## src/swdt_defs.vh

```
// Constants for the system watchdog: register offsets, fields, resets, timing.
// Included by every watchdog design file; definitions only.
`ifndef SWDT_DEFS_VH
`define SWDT_DEFS_VH

// Register offsets (word index on the plain register port)
`define SWDT_ADDR_W         4
`define SWDT_REG_CMD        4'h0
`define SWDT_REG_TIMEOUT    4'h1
`define SWDT_REG_STATUS     4'h2
`define SWDT_REG_COUNT      4'h3

// Command register bits (write one to issue)
`define SWDT_CMD_INIT       0
`define SWDT_CMD_START      1
`define SWDT_CMD_SERVICE    2
`define SWDT_CMD_STOP       3

// Timeout register fields
`define SWDT_TICK_W         11
`define SWDT_TICK_LSB       0
`define SWDT_TICK_MSB       10
`define SWDT_UNIT_LSB       16
`define SWDT_UNIT_MSB       23
`define SWDT_UNIT_MINUTE    8'h00
`define SWDT_UNIT_SECOND    8'h01

// Status register bits
`define SWDT_ST_OK          0
`define SWDT_ST_INIT        1
`define SWDT_ST_RUN         2
`define SWDT_ST_EXPIRED     3
`define SWDT_ST_LED         4

// Default timeout after init
`define SWDT_DEF_TICKS      11'h0FF
`define SWDT_DEF_UNIT       8'h01

// Timing: 100 MHz clock
`define SWDT_CLK_HZ         100000000
`define SWDT_SEC_CYCLES     (`SWDT_CLK_HZ)
// Half of the 100 MHz clock, sized to the 27-bit time base counter
`define SWDT_HALF_SEC_CYC   27'h2FAF080
`define SWDT_SEC_PER_MIN    60
`define SWDT_RST_CYCLES     16

`endif

```

## src/swdt_tick_gen.v

```verilog
// Time base for the watchdog: half-second and one-second strobes.
// Assumes a free-running clock; i_clr restarts the phase.
`timescale 1ns/10ps
`include "swdt_defs.vh"
module swdt_tick_gen #(
  parameter [26:0] HALF_CYCLES = `SWDT_HALF_SEC_CYC
) (
  // Clock, reset and enable
  input  wire i_clk,
  input  wire i_rst_n,
  input  wire i_ce,
  // Control
  input  wire i_clr,
  // Strobes
  output reg  o_half,
  output reg  o_sec
);
  reg [26:0] cnt_r;
  reg        phase_r;

  always @(posedge i_clk or negedge i_rst_n) begin
    if (!i_rst_n) begin
      cnt_r   <= 27'h0000000;
      phase_r <= 1'b0;
      o_half  <= 1'b0;
      o_sec   <= 1'b0;
    end else if (i_ce) begin
      o_half <= 1'b0;
      o_sec  <= 1'b0;
      if (i_clr) begin
        cnt_r   <= 27'h0000000;
        phase_r <= 1'b0;
      end else if (cnt_r == HALF_CYCLES - 27'h0000001) begin
        cnt_r   <= 27'h0000000;
        phase_r <= ~phase_r;
        o_half  <= 1'b1;
        o_sec   <= phase_r;
      end else begin
        cnt_r <= cnt_r + 27'h0000001;
      end
    end
  end
endmodule // swdt_tick_gen

```

## src/swdt_top.v

```verilog
// System watchdog: programmable timeout in minutes or seconds, blinking
// indicator while running, system reset on expiry.
// Assumes host software on a plain register port in the same clock domain.
`timescale 1ns/10ps
`include "swdt_defs.vh"
module swdt_top #(
  parameter [26:0] HALF_SEC_CYCLES = `SWDT_HALF_SEC_CYC
) (
  // Clock, reset, enable
  input  wire                     i_clk,
  input  wire                     i_rst_n,
  input  wire                     i_ce,
  // Register port
  input  wire [`SWDT_ADDR_W-1:0]  i_addr,
  input  wire [31:0]              i_wdata,
  input  wire                     i_wr,
  input  wire                     i_rd,
  output reg  [31:0]              o_rdata,
  // System side
  output reg                      o_sys_rst,
  output reg                      o_led
);
  localparam [3:0] ST_IDLE = 4'b0001;
  localparam [3:0] ST_RUN  = 4'b0010;
  localparam [3:0] ST_EXP  = 4'b0100;
  localparam [3:0] ST_HOLD = 4'b1000;

  reg [3:0]              state_r;
  reg [`SWDT_TICK_W-1:0] ticks_r;
  reg [7:0]              unit_r;
  reg [`SWDT_TICK_W-1:0] count_r;
  reg [5:0]              sec_in_min_r;
  reg                    init_r;
  reg                    ok_r;
  reg                    expired_r;
  reg [4:0]              rst_cnt_r;

  wire half_stb;
  wire sec_stb;
  wire wr_cmd = i_wr && (i_addr == `SWDT_REG_CMD);
  wire wr_to  = i_wr && (i_addr == `SWDT_REG_TIMEOUT);
  wire do_init    = wr_cmd && i_wdata[`SWDT_CMD_INIT];
  wire do_start   = wr_cmd && i_wdata[`SWDT_CMD_START];
  wire do_service = wr_cmd && i_wdata[`SWDT_CMD_SERVICE];
  wire do_stop    = wr_cmd && i_wdata[`SWDT_CMD_STOP];
  wire [7:0]              new_unit  = i_wdata[`SWDT_UNIT_MSB:`SWDT_UNIT_LSB];
  wire [`SWDT_TICK_W-1:0] new_ticks = i_wdata[`SWDT_TICK_MSB:`SWDT_TICK_LSB];

  // Unit check used when the timeout register is written
  function unit_ok;
    input [7:0] u;
    begin
      unit_ok = (u == `SWDT_UNIT_MINUTE) || (u == `SWDT_UNIT_SECOND);
    end
  endfunction

  // Range bounds for each unit; ticks outside these are refused at start
  function fmt_ok;
    input [`SWDT_TICK_W-1:0] t;
    input [7:0]              u;
    begin
      if (u == `SWDT_UNIT_MINUTE)
        fmt_ok = (t >= 11'd1) && (t <= 11'd16);
      else if (u == `SWDT_UNIT_SECOND)
        fmt_ok = (t >= 11'd6) && (t <= 11'd1027);
      else
        fmt_ok = 1'b0;
    end
  endfunction

  // Blink phase and unit timing restart together at start and service
  swdt_tick_gen #(
    .HALF_CYCLES (HALF_SEC_CYCLES)
  ) u_tick (
    .i_clk   (i_clk),
    .i_rst_n (i_rst_n),
    .i_ce    (i_ce),
    .i_clr   ((state_r != ST_RUN) || do_service),
    .o_half  (half_stb),
    .o_sec   (sec_stb)
  );

  wire unit_tick = sec_stb && ((unit_r == `SWDT_UNIT_SECOND) ||
                               (sec_in_min_r == 6'd59));

  always @(posedge i_clk or negedge i_rst_n) begin
    if (!i_rst_n) begin
      state_r      <= ST_IDLE;
      ticks_r      <= `SWDT_DEF_TICKS;
      unit_r       <= `SWDT_DEF_UNIT;
      count_r      <= 11'h000;
      sec_in_min_r <= 6'h00;
      init_r       <= 1'b0;
      ok_r         <= 1'b0;
      expired_r    <= 1'b0;
      rst_cnt_r    <= 5'h00;
      o_sys_rst    <= 1'b0;
      o_led        <= 1'b0;
      o_rdata      <= 32'h00000000;
    end else if (i_ce) begin
      if (do_init) begin
        ticks_r <= `SWDT_DEF_TICKS;
        unit_r  <= `SWDT_DEF_UNIT;
        init_r  <= 1'b1;
        ok_r    <= 1'b1;
      end else if (wr_to) begin
        if (unit_ok(new_unit)) begin
          ticks_r <= new_ticks;
          unit_r  <= new_unit;
          ok_r    <= 1'b1;
        end else begin
          ok_r <= 1'b0;
        end
      end
      case (state_r)
        ST_IDLE: begin
          o_led <= 1'b0;
          if (do_start) begin
            if (fmt_ok(ticks_r, unit_r)) begin
              count_r      <= ticks_r;
              sec_in_min_r <= 6'h00;
              o_led        <= 1'b1;
              ok_r         <= 1'b1;
              state_r      <= ST_RUN;
            end else begin
              ok_r <= 1'b0;
            end
          end
        end
        ST_RUN: begin
          if (do_stop) begin
            o_led   <= 1'b0;
            ok_r    <= 1'b1;
            state_r <= ST_IDLE;
          end else if (do_service) begin
            count_r      <= ticks_r;
            sec_in_min_r <= 6'h00;
            ok_r         <= 1'b1;
          end else begin
            if (half_stb)
              o_led <= ~o_led;
            if (sec_stb)
              sec_in_min_r <= (sec_in_min_r == 6'd59) ? 6'h00 : sec_in_min_r + 6'h01;
            if (unit_tick) begin
              if (count_r == 11'h001) begin
                state_r <= ST_EXP;
              end
              count_r <= count_r - 11'h001;
            end
          end
        end
        ST_EXP: begin
          o_sys_rst <= 1'b1;
          o_led     <= 1'b0;
          expired_r <= 1'b1;
          rst_cnt_r <= 5'h00;
          state_r   <= ST_HOLD;
        end
        ST_HOLD: begin
          // Pulse length fixed so the system sees a clean reset
          if (rst_cnt_r == `SWDT_RST_CYCLES - 1) begin
            o_sys_rst <= 1'b0;
            state_r   <= ST_IDLE;
          end else begin
            rst_cnt_r <= rst_cnt_r + 5'h01;
          end
        end
        default: state_r <= ST_IDLE;
      endcase
      if (i_rd) begin
        case (i_addr)
          `SWDT_REG_TIMEOUT: o_rdata <= {8'h00, unit_r, 5'h00, ticks_r};
          `SWDT_REG_STATUS:  o_rdata <= {27'h0000000, o_led, expired_r,
                                        (state_r == ST_RUN), init_r, ok_r};
          `SWDT_REG_COUNT:   o_rdata <= {21'h000000, count_r};
          default:           o_rdata <= 32'h00000000;
        endcase
      end else begin
        o_rdata <= 32'h00000000;
      end
    end
  end
endmodule // swdt_top

```

## config.mk

```make
export PLATFORM = sky130hd
export DESIGN_NAME = swdt_top
export DESIGN_NICKNAME = d
export VERILOG_FILES = /design/src/swdt_tick_gen.v /design/src/swdt_top.v
export VERILOG_INCLUDE_DIRS = /design/src
export SDC_FILE = /design/constraint.sdc
export NUM_CORES = 1
export LEC_CHECK = 0
export BUFFER_PORTS_ARGS = -buffer_cell sky130_fd_sc_hd__buf_2
export CAP_MARGIN = 30
export CORE_UTILIZATION = 40
export CTS_CLUSTER_SIZE = 14
export DETAILED_ROUTE_END_ITERATION = 6
export GPL_TIMING_DRIVEN = 0
export MAX_ROUTING_LAYER = met4
export PLACE_DENSITY = 0.69
export SYNTH_ARGS = -nofsm -noshare
export SYNTH_HDL_FRONTEND = slang
export SYNTH_HIERARCHICAL = 1
export SYNTH_SLANG_ARGS = --single-unit
export TNS_END_PERCENT = 100
```

## constraint.sdc

```tcl
create_clock -name i_clk -period 3.6 [get_ports i_clk]
set_input_delay 1.08 -clock i_clk [delete_from_list [all_inputs] [get_ports i_clk]]
set_output_delay 1.08 -clock i_clk [all_outputs]
set_load 0.005 [all_outputs]
```

==> impl_results.md, run 1 <==
* Cts bufs inserted at 9
* Worst hold slack at 471.7 ps
* Synth-to-layout area growth at 14.82%
* GRT Total Usage at 22.82%
* H-Tree Depth at 3
* Height of the die at 122.3 µm
* Nets at 710
* Hold WC Path Type: reg2reg
* Async SR Flop Fraction at 100.0%
* Maximum VDD drop at 0.3114 mV
* Final Power at 2.810 mW
* Ant. Diodes at 0
* DP HPWL at 11370 µm
* Final hold vios at 0
* Slew @ Worst Pin at 958.0 ps
* Comb power frac at 16.3%
* Leakage Power at 2.881 nW
* Design area at 0.006649 mm²
* First-pass GRT wire length at 25740 µm
* Buffers on Ports at 46
* DIE WIDTH at 122.3 µm
* Worst-case reg-to-reg path depth at 9
* Critical path arrival at 3210 ps
* CORE AREA at 0.01399 mm²
* Pint at 2.009 mW
* Setup Viol. Count Final at 0
* Synth top area share at 38.46%
* Gpl congestion at 0.9325
* Starting Density at 41.40%
* Clk_lat worst skew at 360 ps
* Final wirelength at 15510 µm
* Final worst path period share at 83.21%
* Post-CTS Setup Inserts at 0
* Initial antenna violation count at 0
* Max Slew Vio Count at 0
* Critical path depth at 9
* Mean Syn Cell Area at 9.765 µm²
* Switching pwr at 0.8008 mW
* Critical-path cell list: buf_6 -> or4b_4 -> o31a_4 -> clkinv_4 -> buf_6 -> a31oi_1 -> clkbuf_1 -> o211ai_1 -> o221ai_1
* Hold Path Depth at 1
* Max Fclk at 333.8 MHz
* CTS tree: done
* Yosys top cell by area: dfrtp_1
* Hold Buf Count CTS at 0
* Tmin final at 2995 ps
* Commonest non-fill, non-tap cell in the layout: dfrtp_1
* # DRC at 0
* Critical path's slowest cell: or4b_4
* Row count at 43
* Flops & latches, synth at 99
* Overall die area at 0.01496 mm²
* Max-cap violations at 0
* Setup tns final at 0 ps
* Final Util at 47.53%
* Post-synth EDFFs at 0
* Status: finished clean
* Longest Clk Path Bufs at 2
* Buf/Inv on CP at 4
* Pwr dens at 422.7 mW/mm²
* Cell family contributing the most delay on the critical path: compound AO/OA/AOI/OAI gates
* Drt pass-1 iters at 5
* Crit-path max FO at 16
* YS warnings at 6
* Overflow after GRT at 0
* CP max stage delay at 590 ps
* Post-CTS resize count at 0
* Share of cells above drive strength 1 at 20.21%
* Seq/Total Area, Yosys at 43.00%
* IO Pins at 75
* Synthesized instance count at 593
* Clock share of power at 38.3%
* Largest net degree at the start of global routing at 72
* Vias in the first global route at 5049
* Worst-path clk slew at 70 ps
* Setup crit start kind: input port
* RSZ-0062 raised after global routing: false
* Sequential Power Share at 45.4%
* Switching Share at 28.50%
* Root buffer cell: clkbuf_16
* Synth Flop Type: dfrtp_1
* Area after DPL at 0.006321 mm²
* Final clock skew at 10.56 ps
* Critical path class: in2reg
* TritonCTS Sinks at 99
* Crit end category: flop
* Vias/cell at 6.048
* Synth unique cells at 85
* Routed Antenna Nets at 0
* Vias at 5129
* Synth Cell Area at 0.005791 mm²
* Top cells by area, synth: dfrtp_1 38%, dfstp_2 4.5%, nor2_1 3.2%
* Commonest cells after routing, fill and taps aside: 89 x dfrtp_1, 51 x buf_2, 49 x nor2_1, 38 x nand2_1, 36 x nand3_1
* Wire length per cell at 18.29 µm
* CP Data Required Time at 3810 ps
* Slew headroom at 35.64%
* DRT iter0 DRCs at 405
* Most Frequent Cell on Critical Path: buf_6
[cells by family after synthesis]
group           synth area share [%]
other cells                  0.06476
xor+xnor                       1.664
fa+ha+maj                      1.296
buf+inv                        6.072
mux                            3.133
compound gates                 22.58
simple gates                   22.19
flops                          43.00
[per-stage QoR]
step,cells,worst slack [ps]
6_report,848,604.5
5_1_grt,848,453.1
4_1_cts,848,626.7
3_5_place_dp,832,242.8
3_3_place_gp,831,258.3
2_1_floorplan,605,543.3
[synth_stat cells, drive strengths merged (8+ instances only)]
cell     instances
a21oi           28
nand2           38
nor2b           11
o21ai           24
and3            13
inv             22
nor3            13
nand4           13
nor4            15
xnor2            8
a31oi           10
o2bb2ai         18
buf             25
a22o            10
or3             13
nand3           36
o211ai          10
clkbuf          15
mux2i           14
dfstp           10
dfrtp           89
nor2            49
[registers in the layout, summed over array words and instances (netlist names), 4 cells and up]
signal and cells:
state_r 4, o_rdata 19, rst_cnt_r 5, ticks_r 11, unit_r 8, count_r 11, sec_in_min_r 6, u_tick/cnt_r 27
[power by group through the flow]
stage               Clock, mW  Combinational (mW)  Sequential [mW]
finish                   1.08               0.457             1.28
global route             1.15               0.501             1.29
CTS                      1.10               0.453             1.27
detailed placement          0               0.451             1.29
global placement            0               0.436             1.29
floorplan                   0               0.314             1.27
[per-layer routing]
layer  vias up  global-route usage [%]  wire (µm)
li1       2372                       -          -
met1      2538                   28.26       6629
met2       187                   36.38       7545
met3        32                   4.136        894
met4         0                   10.06        444
met5         -                       -          0
[area by class of cell]
cell class                 count  area (µm²)
multi-input combinational    442        2994
sequential                    99        2490
timing repair buffer          47       260.3
clock inverter                 5       85.08
clock buffer                  11       242.7
fill                        1333        7340
tap                          180       225.2
inverter                      24       100.1
buffer                        40       251.5
[final timing paths]
check / startpoint / endpoint / slack, ps
setup / recovery: i_addr[1] / u_tick/cnt_r[13] / 600
setup reg to reg: state_r[0] / u_tick/cnt_r[12] / 620
max in group asynchronous: i_rst_n / ticks_r[5] / 2220
hold reg to reg: expired_r / expired_r / 470
hold / removal: expired_r / expired_r / 470
min in group asynchronous: i_rst_n / o_rdata[22] / 650
Power figures use the tool's default switching activity.
==> run 2: changes to the inputs <==
--- a/config.mk
+++ b/config.mk
@@ -6,6 +6,7 @@
 export SDC_FILE = /design/constraint.sdc
 export NUM_CORES = 1
 export LEC_CHECK = 0
+export ABC_AREA = 1
 export BUFFER_PORTS_ARGS = -buffer_cell sky130_fd_sc_hd__buf_2
 export CAP_MARGIN = 30
 export CORE_UTILIZATION = 40
==> constraint.sdc (replaced) <==
create_clock -name i_clk -period 2.9 [get_ports i_clk]
set_input_delay 0.87 -clock i_clk [delete_from_list [all_inputs] [get_ports i_clk]]
set_output_delay 0.87 -clock i_clk [all_outputs]
set_load 0.005 [all_outputs]
==> run 2 against run 1 <==
Compared with the run above: combinational power increased to 3.1 times the previous value; worst hold slack got worse by 27 ps; first-iteration DRC count decreased by 35%; global-route usage decreased by 2.9 points; utilization decreased by 0.68 points; clock power increased by 16%; synthesized area increased by 2.5%; register-to-register slack improved by 220 ps; via count decreased by 0.14%; critical path type unchanged; largest power group unchanged.
==> impl_results.md, run 2 <==
* Status: finished clean
* RSZ-0062 raised after global routing: false
* Final worst path period share at 76.93%
* Starting Density at 40.99% (-0.41 points)
* Critical-path cell list: buf_2 -> nor2_2 -> nand2_2 -> nor2_4 -> nand2_1 -> nand2_2 -> buf_4 -> nor2_1 -> inv_1 -> nor2_1 -> nand2_1 -> a21oi_1
* CORE AREA at 0.01448 mm² (+3.5%)
* DIE WIDTH at 123.8 µm (+1.2%)
* Buf/Inv on CP at 3 (-1)
* Synth Cell Area at 0.005934 mm² (+2.5%)
* Most numerous cell in the Yosys netlist: nand2_1
* Biggest register: u_tick/cnt_r
* Routed Antenna Nets at 0 (unchanged)
* Crit end category: flop
* Largest net degree at the start of global routing at 69 (-4.2%)
* Max Slew Vio Count at 0 (unchanged)
* DRT iter0 DRCs at 262 (-35%)
* Nets at 901 (+27%)
* Synthesized instance count at 783 (+32%)
* Crit-path max FO at 12 (-4)
* Leakage Power at 3.267 nW (+13%)
* Commonest non-fill, non-tap cell in the layout: nand2_1
* Reg2reg setup slack at 840 ps (+220 ps)
* Longest Clk Path Bufs at 2 (unchanged)
* Slew @ Worst Pin at 635.0 ps (-322.9 ps)
* Gpl congestion at 0.8881 (-4.8%)
* Share of cells above drive strength 1 at 18.28% (-1.9 points)
* Vias at 5122 (-0.14%)
* Async SR Flop Fraction at 100.0% (unchanged)
* Row count at 44 (+2.3%)
* Hold WC Path Type: in2async
* Cell family contributing the most delay on the critical path: simple AND/OR/NAND/NOR gates
* Commonest cells after routing, fill and taps aside: 186 x nand2_1, 110 x nor2_1, 96 x inv_1, 89 x dfrtp_1, 54 x nand3_1
* Root buffer cell: clkbuf_16
* Ant. Diodes at 0 (unchanged)
* CTS tree: done
* Critical path class: in2reg
* Post-CTS Setup Inserts at 0 (unchanged)
* Setup Viol. Count Final at 0 (unchanged)
* Final clock skew at 10.21 ps (-0.3521 ps)
* YS warnings at 6 (unchanged)
* Hold Buf Count CTS at 0 (unchanged)
* # DRC at 0 (unchanged)
* Synth top area share at 37.53% (-0.93 points)
* Slew headroom at 57.51% (+22 points)
* Post-synth EDFFs at 0 (unchanged)
* GRT Total Usage at 19.90% (-2.9 points)
* Final Power at 4.500 mW (+60%)
* Drt pass-1 iters at 4 (-1)
* Vias in the first global route at 4859 (-3.8%)
* Mean Syn Cell Area at 7.579 µm² (-22%)
* H-Tree Depth at 3 (unchanged)
* Critical path's slowest cell: nor2_1
* Fin cells at 1043 (+23%)
* Buffers on Ports at 47 (+2.2%)
* Worst hold slack at 444.4 ps (-27.27 ps)
* Worst-case reg-to-reg path depth at 10 (+1)
* Synth top cells by count: 186 x nand2_1, 110 x nor2_1, 96 x inv_1
* Overall die area at 0.01533 mm² (+2.5%)
* Worst-path clk slew at 80 ps (about the same)
* RR Endpoint: u_tick/cnt_r[22]
* Height of the die at 123.8 µm (+1.2%)
* Pwr dens at 663.3 mW/mm² (+57%)
* Cts bufs inserted at 9 (unchanged)
* Flops & latches, synth at 99 (unchanged)
* Max reg flops at 27 (unchanged)
* Synth unique cells at 45 (-47%)
* Tmin final at 2231 ps
* Critical path arrival at 2510 ps (-700 ps)
* Synth Flop Type: dfrtp_1
* Wire length per cell at 12.96 µm (-29%)
* Synth-to-layout area growth at 14.32%
* Seq/Total Area, Yosys at 41.96% (-1.0 points)
* Yosys top cell by area: dfrtp_1
* Maximum VDD drop at 0.3248 mV (+4.3%)
* Clk_lat worst skew at 350 ps (about the same)
* First-pass GRT wire length at 22950 µm (-11%)
* Final hold vios at 0 (unchanged)
* Top cells by area, synth: dfrtp_1 38%, nand2_1 12%, nor2_1 7.0%
* Initial antenna violation count at 0 (unchanged)
* Setup crit start kind: input port
* Max Fclk at 448.2 MHz
* CP max stage delay at 260 ps (-330 ps)
* Max-cap violations at 0 (unchanged)
* CP Data Required Time at 3180 ps (-630 ps)
* DP HPWL at 10170 µm (-11%)
* Placed cells at 1027 (+23%)
* TritonCTS Sinks at 99 (unchanged)
* Final wirelength at 13510 µm (-13%)
* Post-CTS resize count at 0 (unchanged)
* IO Pins at 75 (unchanged)
* Critical path depth at 12 (+3)
* Top flop regs: u_tick/cnt_r: 27 flops, o_rdata: 19 flops
* RR Startpoint: state_r[2]
* Vias/cell at 4.911 (-19%)
* Overflow after GRT at 0 (unchanged)
[run 2: cell types whose count changed in the layout (fill, tap and decap cells not counted), sizes merged, moves of 13 or more]
| cell | before | now |
|---|---|---|
| mux2i | 14 | 1 |
| o2bb2ai | 18 | 0 |
| clkbuf | 26 | 13 |
| nor2 | 49 | 134 |
| and3 | 13 | 0 |
| or3 | 13 | 0 |
| nand3 | 36 | 59 |
| o21ai | 24 | 56 |
| nand2 | 38 | 198 |
| a32o | 0 | 14 |
| inv | 23 | 102 |
| nor4 | 15 | 0 |
[run 2: worst max-delay path by stage]
stage               startpoint          endpoint  slack, ps
CTS                  i_addr[0]   u_tick/cnt_r[8]        670
floorplan            i_addr[0]  u_tick/cnt_r[12]        770
global route         i_addr[1]  u_tick/cnt_r[22]        480
detailed placement   i_addr[1]  u_tick/cnt_r[22]        300
finish               i_addr[1]  u_tick/cnt_r[22]        670
global placement       i_rst_n  u_tick/cnt_r[20]       -130
[run 2: cell type report]
type                            instances  area [µm²]
Timing Repair Buffer                   48       265.3
Multi-Input combinational cell        565        2883
Sequential cell                        99        2490
Tap cell                              184       230.2
Buffer                                 29       216.5
Inverter                              102       390.4
Clock buffer                            9       225.2
Fill cell                            1452        7695
Clock inverter                          7       83.83
[run 2: cell families (layout without fill, tap and decap cells)]
logic type,Yosys count,in the layout,synth area share (%)
other cells,1,13,0.06319
fa+ha+maj,6,6,1.265
simple gates,422,422,32.62
compound gates,108,108,11.49
mux,1,1,0.1687
buf+inv,131,195,10.23
flops,99,99,41.96
xor+xnor,15,15,2.214
[run 2: metrics by stage]
stage / worst slack, ps / TNS [ps] / cell area [µm²] / util (%)
floorplan: 767.8 / 0 / 5979 / -
global placement: -128.1 / -10490 / 6445 / 44.51
detailed placement: 304.1 / 0 / 6475 / 44.72
CTS: 668.8 / 0 / 6784 / 46.85
global route: 475.4 / 0 / 6784 / 46.85
finish: 669.0 / 0 / 6784 / 46.85
[run 2: worst register-to-register path: stages, from the launching register on]
cell and delay (ps):
dfrtp_1 420, nor2_4 160, nand3_4 140, inv_4 140
nand2_2 130, buf_4 220, nor2_1 220, inv_1 60
nor2_1 260, nand2_1 90, a21oi_1 140
[run 2: metal layers]
metal / track usage, % / vias to the layer above / part of all wire, %
li1: - / 2646 / -
met1: 22.97 / 2359 / 45
met2: 34.27 / 105 / 49
met3: 4.304 / 12 / 4.2
met4: 6.401 / 0 / 1.1
met5: - / - / 0
[run 2: power breakdown]
group | internal (mW) | total [mW] | switching, mW
registers | 1.62 | 1.83 | 0.204
clock network | 0.683 | 1.25 | 0.567
logic | 0.508 | 1.42 | 0.916
==> run 3: changes to the inputs <==
--- a/config.mk
+++ b/config.mk
@@ -6,7 +6,7 @@
 export SDC_FILE = /design/constraint.sdc
 export NUM_CORES = 1
 export LEC_CHECK = 0
-export ABC_AREA = 1
+export ABC_AREA = 0
 export BUFFER_PORTS_ARGS = -buffer_cell sky130_fd_sc_hd__buf_2
 export CAP_MARGIN = 30
 export CORE_UTILIZATION = 40
@@ -14,7 +14,7 @@
 export DETAILED_ROUTE_END_ITERATION = 6
 export GPL_TIMING_DRIVEN = 0
 export MAX_ROUTING_LAYER = met4
-export PLACE_DENSITY = 0.69
+export PLACE_DENSITY = 0.71
 export SYNTH_ARGS = -nofsm -noshare
 export SYNTH_HDL_FRONTEND = slang
 export SYNTH_HIERARCHICAL = 1
==> constraint.sdc (replaced) <==
create_clock -name i_clk -period 1.9 [get_ports i_clk]
set_input_delay 0.57 -clock i_clk [delete_from_list [all_inputs] [get_ports i_clk]]
set_output_delay 0.57 -clock i_clk [all_outputs]
set_load 0.005 [all_outputs]
==> run 3 against run 2 <==
Compared with the run above: the run now ends with setup timing left; worst hold slack got worse by 230 ps; combinational power increased by 4%; sequential share of layout area decreased by 7.1 points; largest cell class unchanged; largest power group unchanged.
==> impl_results.md, run 3 (same netlist as run 1, synthesis figures left out) <==
* Clk_lat worst skew at 370 ps (+20 ps)
* Placed cells at 832 (-19%)
* Pwr dens at 701.5 mW/mm² (+5.8%)
* Row count at 43 (-2.3%)
* Vias in the first global route at 5736 (+18%)
* H-Tree Depth at 3 (unchanged)
* Setup Viol. Count Final at 52 (+52)
* Switching pwr at 1.874 mW (+11%)
* Top flop regs: u_tick/cnt_r: 27 flops, o_rdata: 19 flops
* Max-cap violations at 0 (unchanged)
* Vias at 5871 (+15%)
* M1 GR Usage at 28.37% (+5.4 points)
* Slew @ Worst Pin at 844.0 ps (+208.9 ps)
* Overflow after GRT at 0 (unchanged)
* Final wirelength at 19340 µm (+43%)
* Vias/cell at 6.187 (+26%)
* RR Startpoint: u_tick/cnt_r[10]
* Failing checks: setup timing
* Drt pass-1 iters at 6 (+2)
* # DRC at 0 (unchanged)
* RSZ-0062 raised after global routing: true
* CP max stage delay at 460 ps (+200 ps)
* Buffers on Ports at 46 (-2.1%)
* DRT iter0 DRCs at 469 (+79%)
* Met2 GRT Util at 43.12% (+8.8 points)
* Starting Density at 41.40% (+0.41 points)
* Routed Antenna Nets at 0 (unchanged)
* Worst-path clk slew at 80 ps (about the same)
* Maximum VDD drop at 0.4543 mV (+40%)
* RR Endpoint: u_tick/cnt_r[16]
* Worst-case reg-to-reg path depth at 6 (-4)
* Tmin final at 2265 ps
* IO Pins at 75 (unchanged)
* Worst Setup EP: state_r[2]
* Reg2reg setup slack at -310 ps (-1150 ps)
* Status: finished, violations left
* Worst hold slack at 215.2 ps (-229.2 ps)
* Overall die area at 0.01496 mm² (-2.4%)
* CORE AREA at 0.01399 mm² (-3.4%)
* GR Util met3 at 5.948% (+1.6 points)
* Filler cells at 1080 (-26%)
* Wire length per cell at 20.38 µm (+57%)
* CTS tree: done
* Buf/Inv on CP at 2 (-1)
* Gpl congestion at 0.9634 (+8.5%)
* Pint at 4.053 mW (+44%)
* Longest Clk Path Bufs at 2 (unchanged)
* Critical path's slowest cell: a221oi_2
* Critical path arrival at 2520 ps (about the same)
* Synth-to-layout area growth at 45.92%
* Final Util at 60.40% (+14 points)
* Height of the die at 122.3 µm (-1.2%)
* Share of cells above drive strength 1 at 43.02% (+25 points)
* Setup crit start kind: input port
* Crit end category: flop
* Final clock skew at 12.46 ps (+2.253 ps)
* Area of the multi-input gates at 0.003750 mm² (+30%)
* Critical path depth at 7 (-5)
* DP HPWL at 11040 µm (+8.7%)
* Critical-path cell list: buf_8 -> buf_4 -> nor4b_4 -> nand3_1 -> a221oi_2 -> o21a_4 -> mux2_4
* Storage element area at 0.002497 mm² (+0.30%)
* Final hold vios at 0 (unchanged)
* Crit-path max FO at 5 (-7)
* Worst setup startpoint: i_addr[3]
* Hold WC Path Type: in2async
* Leakage Power at 3.580 nW (+9.6%)
* Max reg flops at 27 (unchanged)
* Sequential Power Share at 41.3% (+0.7 points)
* Slew headroom at 43.74% (-14 points)
* Comb power frac at 25.0% (-6.6 points)
* Switching Share at 31.62% (-5.9 points)
* Commonest non-fill, non-tap cell in the layout: buf_4
* Nets at 809 (-10%)
* Clock share of power at 33.7% (+5.9 points)
* Max Slew Vio Count at 0 (unchanged)
* Max Fclk at 441.6 MHz
* Fin cells at 949 (-9.0%)
* GRT busiest layer: met2
* TritonCTS Sinks at 99 (unchanged)
* Cts bufs inserted at 9 (unchanged)
* Critical path class: in2reg
* Commonest cells after routing, fill and taps aside: 84 x buf_4, 83 x dfrtp_1, 44 x buf_2, 41 x nor2_1, 35 x nand2_1
* PnR worst setup slack at -364.7 ps (-1034 ps)
* Root buffer cell: clkbuf_16
* DIE WIDTH at 122.3 µm (-1.2%)
* Initial antenna violation count at 2 (+2)
* Hold Buf Count CTS at 0 (unchanged)
* Cell family contributing the most delay on the critical path: simple AND/OR/NAND/NOR gates
* CP Data Required Time at 2150 ps (-1030 ps)
* First-pass GRT wire length at 28770 µm (+25%)
* Final worst path period share at 119.2%
* GRT Total Usage at 25.50% (+5.6 points)
* Largest net degree at the start of global routing at 52 (-25%)
* Biggest register: u_tick/cnt_r
## run 3: changes by cell type in the layout (fill, tap and decap cells not counted), sizes merged, moves of 15 or more
| cell | before | now |
|---|---|---|
| nor2 | 134 | 49 |
| o21ai | 56 | 25 |
| nor4 | 0 | 15 |
| inv | 102 | 25 |
| buf | 73 | 171 |
| nand2 | 198 | 38 |
| nand3 | 59 | 36 |
| o2bb2ai | 0 | 18 |
## run 3: final cells by class
type	count	area share, %
clock inverter	6	0.9477
inverter	24	1.185
sequential	99	29.56
antenna	2	0.05923
multi-input combinational	444	44.38
tap	180	2.665
buffer	37	3.850
timing repair buffer	147	14.53
clock buffer	10	2.828
## run 3: routing by layer
metal	vias up	part of all wire, %
li1	2576	-
met1	2935	37
met2	292	52
met3	68	6.5
met4	0	3.9
met5	-	0
## run 3: per-stage QoR
stage / instance area [µm²] / power, mW / setup TNS [ps] / setup slack [ps]
final: 8449 / 5.928 / -11160 / -364.7
after global routing: 8449 / 6.103 / -13460 / -390.4
after CTS: 7828 / 5.689 / -9279 / -351.9
after detailed placement: 6471 / 3.349 / -40910 / -834.4
after global placement: 6441 / 3.314 / -105480 / -802.9
after floorplan: 5986 / 3.048 / -16630 / -590.0
## run 3: power groups by stage
stage,registers [mW],clock network [mW],logic (mW)
after floorplan,2.40,0,0.643
after global placement,2.45,0,0.862
after detailed placement,2.46,0,0.892
after CTS,2.42,2.01,1.27
after global routing,2.46,2.08,1.56
final,2.45,2.00,1.48
## run 3: how the worst min path moves through the flow
stage	startpoint	end	slack, ps
final	i_rst_n	o_sys_rst	220
after global placement	init_r	init_r	440
after global routing	i_rst_n	o_sys_rst	270
after detailed placement	expired_r	expired_r	450
after floorplan	i_rst_n	count_r[0]	270
after CTS	i_rst_n	o_sys_rst	260
## run 3: timing repair
item / CTS / global route
pin swaps: 54 / 57
buffers inserted: 63 / 38
cloned: 5 / 1
endpoints found under the setup margin: 66 / 65
gates resized for setup: 101 / 83
## run 3: worst reg2reg max path: cells and delay by family (launching register included)
family	cells	cell delay (ps)
AOI/OAI and AO/OA	2	490
buffers and inverters	1	180
DFF	1	400
and+or+nand+nor	3	1020
